`config.mk`:
```
export PLATFORM = sky130hd
export DESIGN_NAME = pcdc_top
export DESIGN_NICKNAME = d
export VERILOG_FILES = /design/src/common/pcdc_pkg.sv /design/src/rtl/pcdc_top.sv /design/src/rtl/pcdc_divider.sv /design/src/rtl/pcdc_route.sv
export SDC_FILE = /design/constraint.sdc
export NUM_CORES = 1
export LEC_CHECK = 0
export BUFFER_PORTS_ARGS = -buffer_cell sky130_fd_sc_hd__buf_2
export CAP_MARGIN = 5
export CORE_AREA = 2 2 132 102
export DETAILED_ROUTE_END_ITERATION = 7
export DIE_AREA = 0 0 134 104
export MAX_ROUTING_LAYER = met4
export PLACE_DENSITY = 0.42
export SLEW_MARGIN = 5
export SYNTH_ARGS = -nofsm -noshare
export SYNTH_HDL_FRONTEND = slang
export SYNTH_SLANG_ARGS = --single-unit
```
`constraint.sdc`:
```
create_clock -name CLK_I -period 7.3 [get_ports CLK_I]
set_input_delay 2.19 -clock CLK_I [delete_from_list [all_inputs] [get_ports CLK_I]]
set_output_delay 2.19 -clock CLK_I [all_outputs]
set_load 0.02 [all_outputs]
```
`src/common/pcdc_pkg.sv`:
```
// package: register map, field layout, reset values and divider states
package pcdc_pkg;
   localparam int unsigned PADDR_W = 12;
   localparam int unsigned CNT_W   = 4;
   // register indices; the byte address is four times the index
   localparam logic [8:0] IDX_DIV0_ROUTE  = 9'h192;
   localparam logic [8:0] IDX_DIV1_COUNTS = 9'h193;
   localparam logic [8:0] IDX_DIV1_MODE   = 9'h194;
   localparam logic [8:0] IDX_DIV1_ROUTE  = 9'h195;
   localparam logic [8:0] IDX_DIV2_COUNTS = 9'h196;
   localparam logic [8:0] IDX_STATUS      = 9'h19F;
   // field positions
   localparam int unsigned LOW_LSB    = 4;
   localparam int unsigned HIGH_LSB   = 0;
   localparam int unsigned BYPASS_BIT = 7;
   localparam int unsigned NOSYNC_BIT = 6;
   localparam int unsigned FORCE_BIT  = 5;
   localparam int unsigned START_BIT  = 4;
   localparam int unsigned PHASE_LSB  = 0;
   localparam int unsigned ROUTE_BIT  = 1;
   localparam int unsigned DCC_BIT    = 0;
   // writable bits of the routing registers
   localparam logic [7:0] ROUTE_MASK = 8'h03;
   // values after reset
   localparam logic [7:0] RST_DIV1_COUNTS = 8'h00;
   localparam logic [7:0] RST_DIV1_MODE   = 8'h00;
   localparam logic [7:0] RST_ROUTE       = 8'h00;
   localparam logic [7:0] RST_DIV2_COUNTS = 8'h00;
   // divider 0 counts and mode are not programmable here
   localparam logic [7:0] DIV0_COUNTS = 8'h00;
   localparam logic [7:0] DIV0_MODE   = 8'h80;
   // source select codes for the direct route
   localparam logic [1:0] SRC_EXT = 2'h0;
   localparam logic [1:0] SRC_OSC = 2'h2;
   typedef enum logic [1:0] {DIV_HOLD, DIV_DELAY, DIV_RUN} pcdc_div_state_t;
endpackage

```
`src/rtl/pcdc_top.sv`:
```
// top of the channel divider control: APB registers, dividers, routes
//
// Overview of operation
// - low phase lasts low count plus one
// - high phase lasts high count plus one
// - bypass powers divider down, passes input
// - sync ignore bit drops chip sync
// - force high only with sync ignore
// - start polarity picks first divided level
// - four-bit phase offset delays divider start
// - direct route picks oscillator or external
// - duty correction on unless disable bit set
// - each divider feeds only its pair
// - divider 1 fields at three fixed registers
//
// Local design decision: the APB interface to the registers.
module pcdc_top (
   input  wire logic        CLK_I,
   input  wire logic        RESET_N_I,
   input  wire logic        PSEL_I,
   input  wire logic        PENABLE_I,
   input  wire logic        PWRITE_I,
   input  wire logic [11:0] PADDR_I,
   input  wire logic [31:0] PWDATA_I,
   output logic      [31:0] PRDATA_O,
   output logic             PREADY_O,
   output logic             PSLVERR_O,
   input  wire logic        SYNC_I,
   input  wire logic [1:0]  SRC_SEL_I,
   input  wire logic        OSC_LEVEL_I,
   input  wire logic        EXT_LEVEL_I,
   output logic             PAIR0_CLK_P_O,
   output logic             PAIR0_CLK_N_O,
   output logic             PAIR1_CLK_P_O,
   output logic             PAIR1_CLK_N_O,
   output logic             PAIR0_DUTY_CORR_ON_O,
   output logic             PAIR1_DUTY_CORR_ON_O,
   output logic             PAIR0_DIV_PWRDN_O,
   output logic             PAIR1_DIV_PWRDN_O
);
   ////////////////////////////////////////////////////////////////////
   // address map

   localparam logic [11:0] A_DIV0_ROUTE =
      {1'b0, pcdc_pkg::IDX_DIV0_ROUTE, 2'b00};
   localparam logic [11:0] A_DIV1_COUNTS =
      {1'b0, pcdc_pkg::IDX_DIV1_COUNTS, 2'b00};
   localparam logic [11:0] A_DIV1_MODE =
      {1'b0, pcdc_pkg::IDX_DIV1_MODE, 2'b00};
   localparam logic [11:0] A_DIV1_ROUTE =
      {1'b0, pcdc_pkg::IDX_DIV1_ROUTE, 2'b00};
   localparam logic [11:0] A_DIV2_COUNTS =
      {1'b0, pcdc_pkg::IDX_DIV2_COUNTS, 2'b00};
   localparam logic [11:0] A_STATUS =
      {1'b0, pcdc_pkg::IDX_STATUS, 2'b00};
   localparam int unsigned CW = pcdc_pkg::CNT_W;

   ////////////////////////////////////////////////////////////////////
   // declarations

   logic [7:0]    div0_route;
   logic [7:0]    div1_counts;
   logic [7:0]    div1_mode;
   logic [7:0]    div1_route;
   logic [7:0]    div2_counts;
   logic [7:0]    status;
   logic [7:0]    rd_mux;
   logic          mapped;
   logic          setup_ph;
   logic          wr_go;
   logic          div0_out;
   logic          div1_out;
   logic          div0_run;
   logic          div1_run;

   ////////////////////////////////////////////////////////////////////
   // APB slave

   // a request is answered in the first cycle of its access phase
   assign setup_ph = PSEL_I & ~PENABLE_I;
   // writes land only on the completing edge
   assign wr_go = PSEL_I & PENABLE_I & PREADY_O & PWRITE_I;

   // read decode; unmapped addresses answer with an error
   always_comb
   begin
      rd_mux = 8'h00;
      mapped = 1'b1;
      case (PADDR_I)
         A_DIV0_ROUTE:  rd_mux = div0_route;
         A_DIV1_COUNTS: rd_mux = div1_counts;
         A_DIV1_MODE:   rd_mux = div1_mode;
         A_DIV1_ROUTE:  rd_mux = div1_route;
         A_DIV2_COUNTS: rd_mux = div2_counts;
         A_STATUS:      rd_mux = status;
         default:       mapped = 1'b0;
      endcase
   end

   // answer flops: ready, error and read data sampled at setup
   always_ff @(posedge CLK_I)
   begin
      if (!RESET_N_I)
      begin
         PREADY_O  <= 1'b0;
         PSLVERR_O <= 1'b0;
         PRDATA_O  <= 32'h0000_0000;
      end
      else
      begin
         PREADY_O  <= setup_ph;
         PSLVERR_O <= setup_ph & ~mapped;
         if (setup_ph)
            PRDATA_O <= PWRITE_I ? 32'h0000_0000 : {24'h00_0000, rd_mux};
      end
   end

   ////////////////////////////////////////////////////////////////////
   // registers

   // routing registers keep only their two defined bits
   always_ff @(posedge CLK_I)
   begin
      if (!RESET_N_I)
      begin
         div0_route <= pcdc_pkg::RST_ROUTE;
         div1_route <= pcdc_pkg::RST_ROUTE;
      end
      else if (wr_go)
      begin
         if (PADDR_I == A_DIV0_ROUTE)
            div0_route <= PWDATA_I[7:0] & pcdc_pkg::ROUTE_MASK;
         if (PADDR_I == A_DIV1_ROUTE)
            div1_route <= PWDATA_I[7:0] & pcdc_pkg::ROUTE_MASK;
      end
   end

   // count and mode registers; every bit is defined
   always_ff @(posedge CLK_I)
   begin
      if (!RESET_N_I)
      begin
         div1_counts <= pcdc_pkg::RST_DIV1_COUNTS;
         div1_mode   <= pcdc_pkg::RST_DIV1_MODE;
         div2_counts <= pcdc_pkg::RST_DIV2_COUNTS;
      end
      else if (wr_go)
      begin
         if (PADDR_I == A_DIV1_COUNTS)
            div1_counts <= PWDATA_I[7:0];
         if (PADDR_I == A_DIV1_MODE)
            div1_mode <= PWDATA_I[7:0];
         if (PADDR_I == A_DIV2_COUNTS)
            div2_counts <= PWDATA_I[7:0];
      end
   end

   // live status; divider 2 is stored only, its divider is elsewhere
   assign status = {2'b00, SRC_SEL_I, div1_run, div0_run,
                    PAIR1_CLK_P_O, PAIR0_CLK_P_O};

   ////////////////////////////////////////////////////////////////////
   // dividers

   // divider 0 runs at its fixed defaults, so it sits in bypass
   pcdc_divider #(
      .CNT_W (CW)
   ) u_div0 (
      .clk_i        (CLK_I),
      .rst_n_i      (RESET_N_I),
      .low_cnt_i    (pcdc_pkg::DIV0_COUNTS[pcdc_pkg::LOW_LSB +: CW]),
      .high_cnt_i   (pcdc_pkg::DIV0_COUNTS[pcdc_pkg::HIGH_LSB +: CW]),
      .phase_i      (pcdc_pkg::DIV0_MODE[pcdc_pkg::PHASE_LSB +: CW]),
      .bypass_i     (pcdc_pkg::DIV0_MODE[pcdc_pkg::BYPASS_BIT]),
      .nosync_i     (pcdc_pkg::DIV0_MODE[pcdc_pkg::NOSYNC_BIT]),
      .force_high_i (pcdc_pkg::DIV0_MODE[pcdc_pkg::FORCE_BIT]),
      .start_high_i (pcdc_pkg::DIV0_MODE[pcdc_pkg::START_BIT]),
      .sync_i       (SYNC_I),
      .out_o        (div0_out),
      .pwrdn_o      (PAIR0_DIV_PWRDN_O),
      .running_o    (div0_run)
   );

   // divider 1 is fully programmable
   pcdc_divider #(
      .CNT_W (CW)
   ) u_div1 (
      .clk_i        (CLK_I),
      .rst_n_i      (RESET_N_I),
      .low_cnt_i    (div1_counts[pcdc_pkg::LOW_LSB +: CW]),
      .high_cnt_i   (div1_counts[pcdc_pkg::HIGH_LSB +: CW]),
      .phase_i      (div1_mode[pcdc_pkg::PHASE_LSB +: CW]),
      .bypass_i     (div1_mode[pcdc_pkg::BYPASS_BIT]),
      .nosync_i     (div1_mode[pcdc_pkg::NOSYNC_BIT]),
      .force_high_i (div1_mode[pcdc_pkg::FORCE_BIT]),
      .start_high_i (div1_mode[pcdc_pkg::START_BIT]),
      .sync_i       (SYNC_I),
      .out_o        (div1_out),
      .pwrdn_o      (PAIR1_DIV_PWRDN_O),
      .running_o    (div1_run)
   );

   ////////////////////////////////////////////////////////////////////
   // output pairs: each route stage sees only its own divider

   pcdc_route u_pair0 (
      .clk_i     (CLK_I),
      .rst_n_i   (RESET_N_I),
      .div_i     (div0_out),
      .direct_i  (div0_route[pcdc_pkg::ROUTE_BIT]),
      .src_sel_i (SRC_SEL_I),
      .osc_i     (OSC_LEVEL_I),
      .ext_i     (EXT_LEVEL_I),
      .clk_p_o   (PAIR0_CLK_P_O),
      .clk_n_o   (PAIR0_CLK_N_O)
   );

   pcdc_route u_pair1 (
      .clk_i     (CLK_I),
      .rst_n_i   (RESET_N_I),
      .div_i     (div1_out),
      .direct_i  (div1_route[pcdc_pkg::ROUTE_BIT]),
      .src_sel_i (SRC_SEL_I),
      .osc_i     (OSC_LEVEL_I),
      .ext_i     (EXT_LEVEL_I),
      .clk_p_o   (PAIR1_CLK_P_O),
      .clk_n_o   (PAIR1_CLK_N_O)
   );

   // duty correction enables for the analog corrector, active high
   always_ff @(posedge CLK_I)
   begin
      if (!RESET_N_I)
      begin
         PAIR0_DUTY_CORR_ON_O <= 1'b1;
         PAIR1_DUTY_CORR_ON_O <= 1'b1;
      end
      else
      begin
         PAIR0_DUTY_CORR_ON_O <= ~div0_route[pcdc_pkg::DCC_BIT];
         PAIR1_DUTY_CORR_ON_O <= ~div1_route[pcdc_pkg::DCC_BIT];
      end
   end

   ////////////////////////////////////////////////////////////////////
   // checks

   property p_counts_write;
      @(posedge CLK_I) disable iff (!RESET_N_I)
      (wr_go && PADDR_I == A_DIV1_COUNTS)
      |=> div1_counts == $past(PWDATA_I[7:0]);
   endproperty
   a_counts_write: assert property (p_counts_write)
      else $error("divider 1 counts not written");

   property p_mode_write;
      @(posedge CLK_I) disable iff (!RESET_N_I)
      (wr_go && PADDR_I == A_DIV1_MODE)
      |=> div1_mode == $past(PWDATA_I[7:0]);
   endproperty
   a_mode_write: assert property (p_mode_write)
      else $error("divider 1 mode not written");

   property p_own_pair;
      @(posedge CLK_I) disable iff (!RESET_N_I)
      !div1_route[pcdc_pkg::ROUTE_BIT]
      |=> PAIR1_CLK_P_O == $past(div1_out);
   endproperty
   a_own_pair: assert property (p_own_pair)
      else $error("pair 1 not fed by divider 1");

   property p_dcc;
      @(posedge CLK_I) disable iff (!RESET_N_I)
      $changed(div1_route[pcdc_pkg::DCC_BIT])
      |=> PAIR1_DUTY_CORR_ON_O == !$past(div1_route[pcdc_pkg::DCC_BIT]);
   endproperty
   a_dcc: assert property (p_dcc)
      else $error("duty correction enable wrong");

   property p_answer;
      @(posedge CLK_I) disable iff (!RESET_N_I)
      setup_ph |=> PREADY_O && PSLVERR_O == !$past(mapped);
   endproperty
   a_answer: assert property (p_answer)
      else $error("APB answer missing in access phase");

   property p_own_pair0;
      @(posedge CLK_I) disable iff (!RESET_N_I)
      !div0_route[pcdc_pkg::ROUTE_BIT]
      |=> PAIR0_CLK_P_O == $past(div0_out);
   endproperty
   a_own_pair0: assert property (p_own_pair0)
      else $error("pair 0 not fed by divider 0");

   property p_pair1_n;
      @(posedge CLK_I) disable iff (!RESET_N_I)
      !div1_route[pcdc_pkg::ROUTE_BIT]
      |=> PAIR1_CLK_N_O == !$past(div1_out);
   endproperty
   a_pair1_n: assert property (p_pair1_n)
      else $error("pair 1 complement not from divider 1");

   property p_route_write;
      @(posedge CLK_I) disable iff (!RESET_N_I)
      (wr_go && PADDR_I == A_DIV1_ROUTE)
      |=> div1_route == ($past(PWDATA_I[7:0]) & pcdc_pkg::ROUTE_MASK);
   endproperty
   a_route_write: assert property (p_route_write)
      else $error("divider 1 route not written");

   property p_dcc0;
      @(posedge CLK_I) disable iff (!RESET_N_I)
      1'b1 |=> PAIR0_DUTY_CORR_ON_O
               == !$past(div0_route[pcdc_pkg::DCC_BIT]);
   endproperty
   a_dcc0: assert property (p_dcc0)
      else $error("pair 0 duty correction enable wrong");

   property p_pwrdn1;
      @(posedge CLK_I) disable iff (!RESET_N_I)
      1'b1 |=> PAIR1_DIV_PWRDN_O == $past(div1_mode[pcdc_pkg::BYPASS_BIT]);
   endproperty
   a_pwrdn1: assert property (p_pwrdn1)
      else $error("divider 1 power down not following bypass");

   property p_err_no_write;
      @(posedge CLK_I) disable iff (!RESET_N_I)
      (PSEL_I && PENABLE_I && PREADY_O && PSLVERR_O)
      |=> $stable(div1_counts) && $stable(div1_mode)
          && $stable(div1_route) && $stable(div0_route);
   endproperty
   a_err_no_write: assert property (p_err_no_write)
      else $error("refused write changed a register");

   property p_mode_read;
      @(posedge CLK_I) disable iff (!RESET_N_I)
      (setup_ph && !PWRITE_I && PADDR_I == A_DIV1_MODE)
      |=> PRDATA_O == {24'h00_0000, $past(div1_mode)};
   endproperty
   a_mode_read: assert property (p_mode_read)
      else $error("divider 1 mode read back wrong");

   property p_ready_pulse;
      @(posedge CLK_I) disable iff (!RESET_N_I)
      PREADY_O |=> !PREADY_O;
   endproperty
   a_ready_pulse: assert property (p_ready_pulse)
      else $error("APB ready held longer than one cycle");
endmodule

```
`src/rtl/pcdc_divider.sv`:
```
// one channel divider: low/high counts, phase delay, sync, force
module pcdc_divider #(
   parameter int CNT_W = 4
) (
   input  wire logic             clk_i,
   input  wire logic             rst_n_i,
   input  wire logic [CNT_W-1:0] low_cnt_i,
   input  wire logic [CNT_W-1:0] high_cnt_i,
   input  wire logic [CNT_W-1:0] phase_i,
   input  wire logic             bypass_i,
   input  wire logic             nosync_i,
   input  wire logic             force_high_i,
   input  wire logic             start_high_i,
   input  wire logic             sync_i,
   output logic                  out_o,
   output logic                  pwrdn_o,
   output logic                  running_o
);
   if (CNT_W < 1 || CNT_W > 8)
   begin : g_chk
      $error("pcdc_divider: CNT_W out of range");
   end

   pcdc_pkg::pcdc_div_state_t state;
   logic [CNT_W-1:0] cnt;
   logic [CNT_W-1:0] phase_left;
   logic [CNT_W-1:0] dly_len;
   logic [CNT_W-1:0] phase_q;
   logic             level;
   logic             hold;
   logic             force_act;
   logic [CNT_W-1:0] limit;

   assign hold      = sync_i & ~nosync_i;
   assign force_act = nosync_i & force_high_i;
   assign limit     = level ? high_cnt_i : low_cnt_i;

   // sequencing: hold under sync, phase delay, then free run
   always_ff @(posedge clk_i)
   begin
      if (!rst_n_i)
      begin
         state      <= pcdc_pkg::DIV_HOLD;
         phase_left <= '0;
      end
      else if (hold)
         state <= pcdc_pkg::DIV_HOLD;
      else
         case (state)
            pcdc_pkg::DIV_HOLD:
            begin
               phase_left <= phase_i;
               state <= (phase_i == '0) ? pcdc_pkg::DIV_RUN
                                        : pcdc_pkg::DIV_DELAY;
            end
            pcdc_pkg::DIV_DELAY:
            begin
               phase_left <= phase_left - 1'b1;
               if (phase_left == 1'b1)
                  state <= pcdc_pkg::DIV_RUN;
            end
            pcdc_pkg::DIV_RUN: ;
            default: state <= pcdc_pkg::DIV_HOLD;
         endcase
   end

   // output phase counter; >= recovers if a count shrinks mid-phase
   always_ff @(posedge clk_i)
   begin
      if (!rst_n_i)
      begin
         level <= 1'b0;
         cnt   <= '0;
      end
      else if (hold || state == pcdc_pkg::DIV_HOLD)
      begin
         level <= start_high_i;
         cnt   <= '0;
      end
      else if (state == pcdc_pkg::DIV_RUN)
      begin
         if (bypass_i)
            level <= ~level;
         else if (cnt >= limit)
         begin
            level <= ~level;
            cnt   <= '0;
         end
         else
            cnt <= cnt + 1'b1;
      end
   end

   // registered outputs; forcing only applies when sync is ignored
   always_ff @(posedge clk_i)
   begin
      if (!rst_n_i)
      begin
         out_o     <= 1'b0;
         pwrdn_o   <= 1'b0;
         running_o <= 1'b0;
      end
      else
      begin
         out_o     <= force_act ? 1'b1 : level;
         pwrdn_o   <= bypass_i;
         running_o <= (state == pcdc_pkg::DIV_RUN);
      end
   end

   // helper: length of the last phase delay
   always_ff @(posedge clk_i)
   begin
      if (!rst_n_i || state == pcdc_pkg::DIV_HOLD)
      begin
         dly_len <= '0;
         phase_q <= phase_i;
      end
      else if (state == pcdc_pkg::DIV_DELAY)
         dly_len <= dly_len + 1'b1;
   end

   property p_low_end;
      @(posedge clk_i) disable iff (!rst_n_i)
      (state == pcdc_pkg::DIV_RUN && !hold && !bypass_i && !level
       && cnt == low_cnt_i) |=> level;
   endproperty
   a_low_end: assert property (p_low_end)
      else $error("low phase did not end");

   property p_high_end;
      @(posedge clk_i) disable iff (!rst_n_i)
      (state == pcdc_pkg::DIV_RUN && !hold && !bypass_i && level
       && cnt == high_cnt_i) |=> !level;
   endproperty
   a_high_end: assert property (p_high_end)
      else $error("high phase did not end");

   property p_bypass;
      @(posedge clk_i) disable iff (!rst_n_i)
      (state == pcdc_pkg::DIV_RUN && !hold && bypass_i)
      |=> level != $past(level) && pwrdn_o;
   endproperty
   a_bypass: assert property (p_bypass)
      else $error("bypass did not pass input");

   property p_hold;
      @(posedge clk_i) disable iff (!rst_n_i)
      hold |=> (state == pcdc_pkg::DIV_HOLD
                && level == $past(start_high_i));
   endproperty
   a_hold: assert property (p_hold)
      else $error("sync did not hold divider");

   property p_force;
      @(posedge clk_i) disable iff (!rst_n_i)
      force_act |=> out_o;
   endproperty
   a_force: assert property (p_force)
      else $error("force high not applied");

   property p_phase;
      @(posedge clk_i) disable iff (!rst_n_i)
      (state == pcdc_pkg::DIV_RUN
       && $past(state) != pcdc_pkg::DIV_RUN) |-> dly_len == phase_q;
   endproperty
   a_phase: assert property (p_phase)
      else $error("phase delay length wrong");
endmodule

```
`src/rtl/pcdc_route.sv`:
```
// output pair stage: divider or direct oscillator/external route
module pcdc_route (
   input  wire logic       clk_i,
   input  wire logic       rst_n_i,
   input  wire logic       div_i,
   input  wire logic       direct_i,
   input  wire logic [1:0] src_sel_i,
   input  wire logic       osc_i,
   input  wire logic       ext_i,
   output logic            clk_p_o,
   output logic            clk_n_o
);
   logic pick;

   // source code 01 and 11 leave the pair on its divider
   always_comb
   begin
      pick = div_i;
      if (direct_i)
         case (src_sel_i)
            pcdc_pkg::SRC_OSC: pick = osc_i;
            pcdc_pkg::SRC_EXT: pick = ext_i;
            default:           pick = div_i;
         endcase
   end

   // complementary pair, both from flops
   always_ff @(posedge clk_i)
   begin
      if (!rst_n_i)
      begin
         clk_p_o <= 1'b0;
         clk_n_o <= 1'b1;
      end
      else
      begin
         clk_p_o <= pick;
         clk_n_o <= ~pick;
      end
   end

   property p_osc_route;
      @(posedge clk_i) disable iff (!rst_n_i)
      (direct_i && src_sel_i == pcdc_pkg::SRC_OSC)
      |=> (clk_p_o == $past(osc_i) && clk_n_o == !$past(osc_i));
   endproperty
   a_osc_route: assert property (p_osc_route)
      else $error("oscillator not routed to pair");
endmodule

```
==> flow_metrics.py <==
metrics = {
    "status": {
        "status": "completed",
    },
    "global_route": {
        "grtUsageTotal_pct": 13.8,
        "overflow": 0,
        "grt_pass1_wl_um": 14200,
        "grt_max_degree": 30,
        "antenna_found_initial": 0,
        "first_global_vias": 2478,
    },
    "route": {
        "vias_per_cell": 4.72,
        "drtIter0Drc": 221,
        "dr.pass1.iters": 4,
        "antenna_left": 0,
        "wirelength_um": 9110,
        "wl_per_cell_um": 15.9,
        "vias": 2702,
        "drcViolationCount": 0,
        "wl_met3_um": 526,
        "wl_met2_um": 3640,
        "dr.max_layer_used": "met4",
        "met1_length_um": 4830,
    },
    "clock_tree": {
        "cts_resized": 0,
        "ctsLongestPathBuffers": 2,
        "cts_hold_buf": 0,
        "cts_buffers": 9,
        "cts_tree": "built",
        "clk_pin_slew_ps": 50,
        "cts.sinks": 63,
        "postCtsSetupRepairBufs": 0,
        "root_buffer": "clkbuf_16",
        "htreeDepth": 3,
        "insertion_delay_ps": 330,
    },
    "cells_and_area": {
        "nets": 458,
        "drive_gt1_share_pct": 18.4,
        "final_cell_mix": "dfxtp_1, buf_2, nand2_1, o21ai_1, a21oi_1",
        "final_common_cell": "dfxtp_1",
        "antenna_cells": 0,
        "synthToLayoutAreaGrowth_pct": 18.2,
    },
    "timing": {
        "relSlewSlack_pct": 20.2,
        "rsz0062_at_grt": "no",
        "final.setup.tns_ps": 0,
        "timing.final.crit_share_pct": 55.2,
        "fmax_mhz": 248,
        "worst_pin_slew_ps": 1190,
        "hold_violations": 0,
        "period_needed_ps": 4030,
        "slew_violations": 0,
        "clock_skew_ps": 3.83,
        "final-setup-viol-count": 0,
    },
    "yosys": {
        "synthSimpleGateAreaFrac_pct": 20.5,
        "syn_area_per_cell_sq_um": 8.70,
        "ys_warn_count": 0,
        "synthMuxAreaShare_pct": 7.36,
        "synth_edf_count": 0,
        "synth-compound-area-share_pct": 18.3,
        "netlist_area_sq_um": 3110,
        "synth_top_family_by_area": "simple AND/OR/NAND/NOR gates",
        "ys_types": 53,
        "synth-main-ff-cell": "dfxtp_1",
        "synthTopCellsByArea": "dfxtp_1, buf_4, o21ai_1",
        "yosysTopAreaCell": "dfxtp_1",
        "synthAdderAreaFrac_pct": 2.81,
        "synth_xor_area_share_pct": 1.13,
        "synth_top_area_share_pct": 40.5,
        "synthArstFlopShare_pct": 0,
        "ys_ff_latch": 63,
        "ys_seq_area_share_pct": 40.5,
        "synth_cells": 358,
    },
    "hold_path": {
        "hold_class": "flip-flop to flip-flop",
    },
    "placement": {
        "hpwlAfterDp_um": 6540,
        "io_buffer_count": 47,
        "gp_congestion": 0.811,
    },
    "floorplan": {
        "num_io_pins": 96,
        "chipHeight_um": 104,
        "coreArea_sq_um": 12700,
        "dieArea_sq_um": 13900,
        "start_util_pct": 24.6,
        "num_rows": 36,
        "die_w_um": 134,
    },
    "critical_path": {
        "crit_path_start_kind": "input pin",
        "critical_path_class": "input pin to flip-flop",
        "crit_arrival_ps": 4280,
        "path_max_fanout": 29,
        "cp-end-kind": "flip-flop",
        "required_ps": 7550,
    },
    "power_and_ir_drop": {
        "p_leak_uw": 0.00135,
        "p_per_area_nw_per_um2": 217,
        "max-vdd-ir-drop_uv": 96.6,
        "totalPowerFinal_uw": 798,
    },
    "job": {
        "cap_viol_max_count": 0,
    },
}
[path summary, 6_finish.rpt]
check,start,to,slack [ps],cells after the start
max reg2reg,u_div1.level,u_div1.level,4810,6
min reg2reg,div1_route[0],PAIR1_DUTY_CORR_ON_O,410,1
min,div1_route[0],PAIR1_DUTY_CORR_ON_O,410,1
max,RESET_N_I,PRDATA_O[2],3270,5
[synth_stat cells (3+ instances only)]
cell	instances
dfxtp_1	63
a32oi_1	4
a22oi_1	6
nand3_1	17
nor3_1	5
o21ai_1	32
a2bb2oi_1	4
mux2_1	3
and2_1	5
nor3b_1	3
buf_4	24
buf_2	6
mux2i_1	15
nand2_1	34
and3_1	7
nor2_1	18
clkbuf_1	11
o21ai_0	3
o211ai_1	3
ha_1	7
nor2b_1	5
a21oi_1	25
mux2_2	4
nand4_1	5
a211oi_1	3
inv_1	7
nand2b_1	3
[flip-flops by register name, summed over array words and instances, names as in the netlist, 2 cells and up]
register / flops
div0_route: 2
div1_route: 2
u_div1.cnt: 4
u_div1.state: 2
PRDATA_O: 8
div2_counts: 8
div1_mode: 8
div1_counts: 8
u_div1.phase_left: 4
[per-layer routing]
metal | GRT usage [%] | vias to the layer above
met2 | 18.0 | 85
li1 | - | 1318
met1 | 20.3 | 1290
met5 | - | -
met3 | 4.00 | 9
met4 | 3.95 | 0
[through the flow]
step | utilization, % | worst slack, ps | hold WS, ps | area [sq um] | cells
finish | 29.1 | 3270 | 408 | 3680 | 573
global route | 29.1 | 3130 | 426 | 3680 | 573
CTS | 29.1 | 3290 | 408 | 3680 | 573
detailed placement | 26.9 | 2880 | 389 | 3400 | 557
global placement | 26.9 | 2970 | 392 | 3400 | 557
floorplan | - | 3770 | 366 | 3200 | 381
[logic make-up (layout without fill, tap and decap cells)]
| kind of cell | Yosys count | in the layout |
|---|---|---|
| AOI/OAI and AO/OA | 93 | 93 |
| xor gates and xnor gates | 4 | 4 |
| adders and majority gates | 7 | 7 |
| buffers and inverters | 51 | 72 |
| DFF | 63 | 63 |
| muxes | 22 | 22 |
| other | 1 | 24 |
| and+or+nand+nor | 117 | 117 |
[worst max-delay path, cell delays in order]
cell	delay [ps]
buf_2	440
nand3b_1	210
nor4_2	660
o211ai_1	520
o21ai_1	260
[final cells by class]
class / instances / area, sq um
inverter: 8 / 30.0
clock inverter: 4 / 20.0
timing repair buffer: 48 / 243
tap: 171 / 214
sequential: 63 / 1260
fill: 1363 / 8980
clock buffer: 12 / 256
multi-input combinational: 267 / 1650
[report_power, final]
part	switching [uW]	total (uW)	internal [uW]
clock	151	397	246
sequential	1.63	348	347
combinational	39.2	53.3	14.1
total	192	798	606
(Power assumes the default switching activity.)
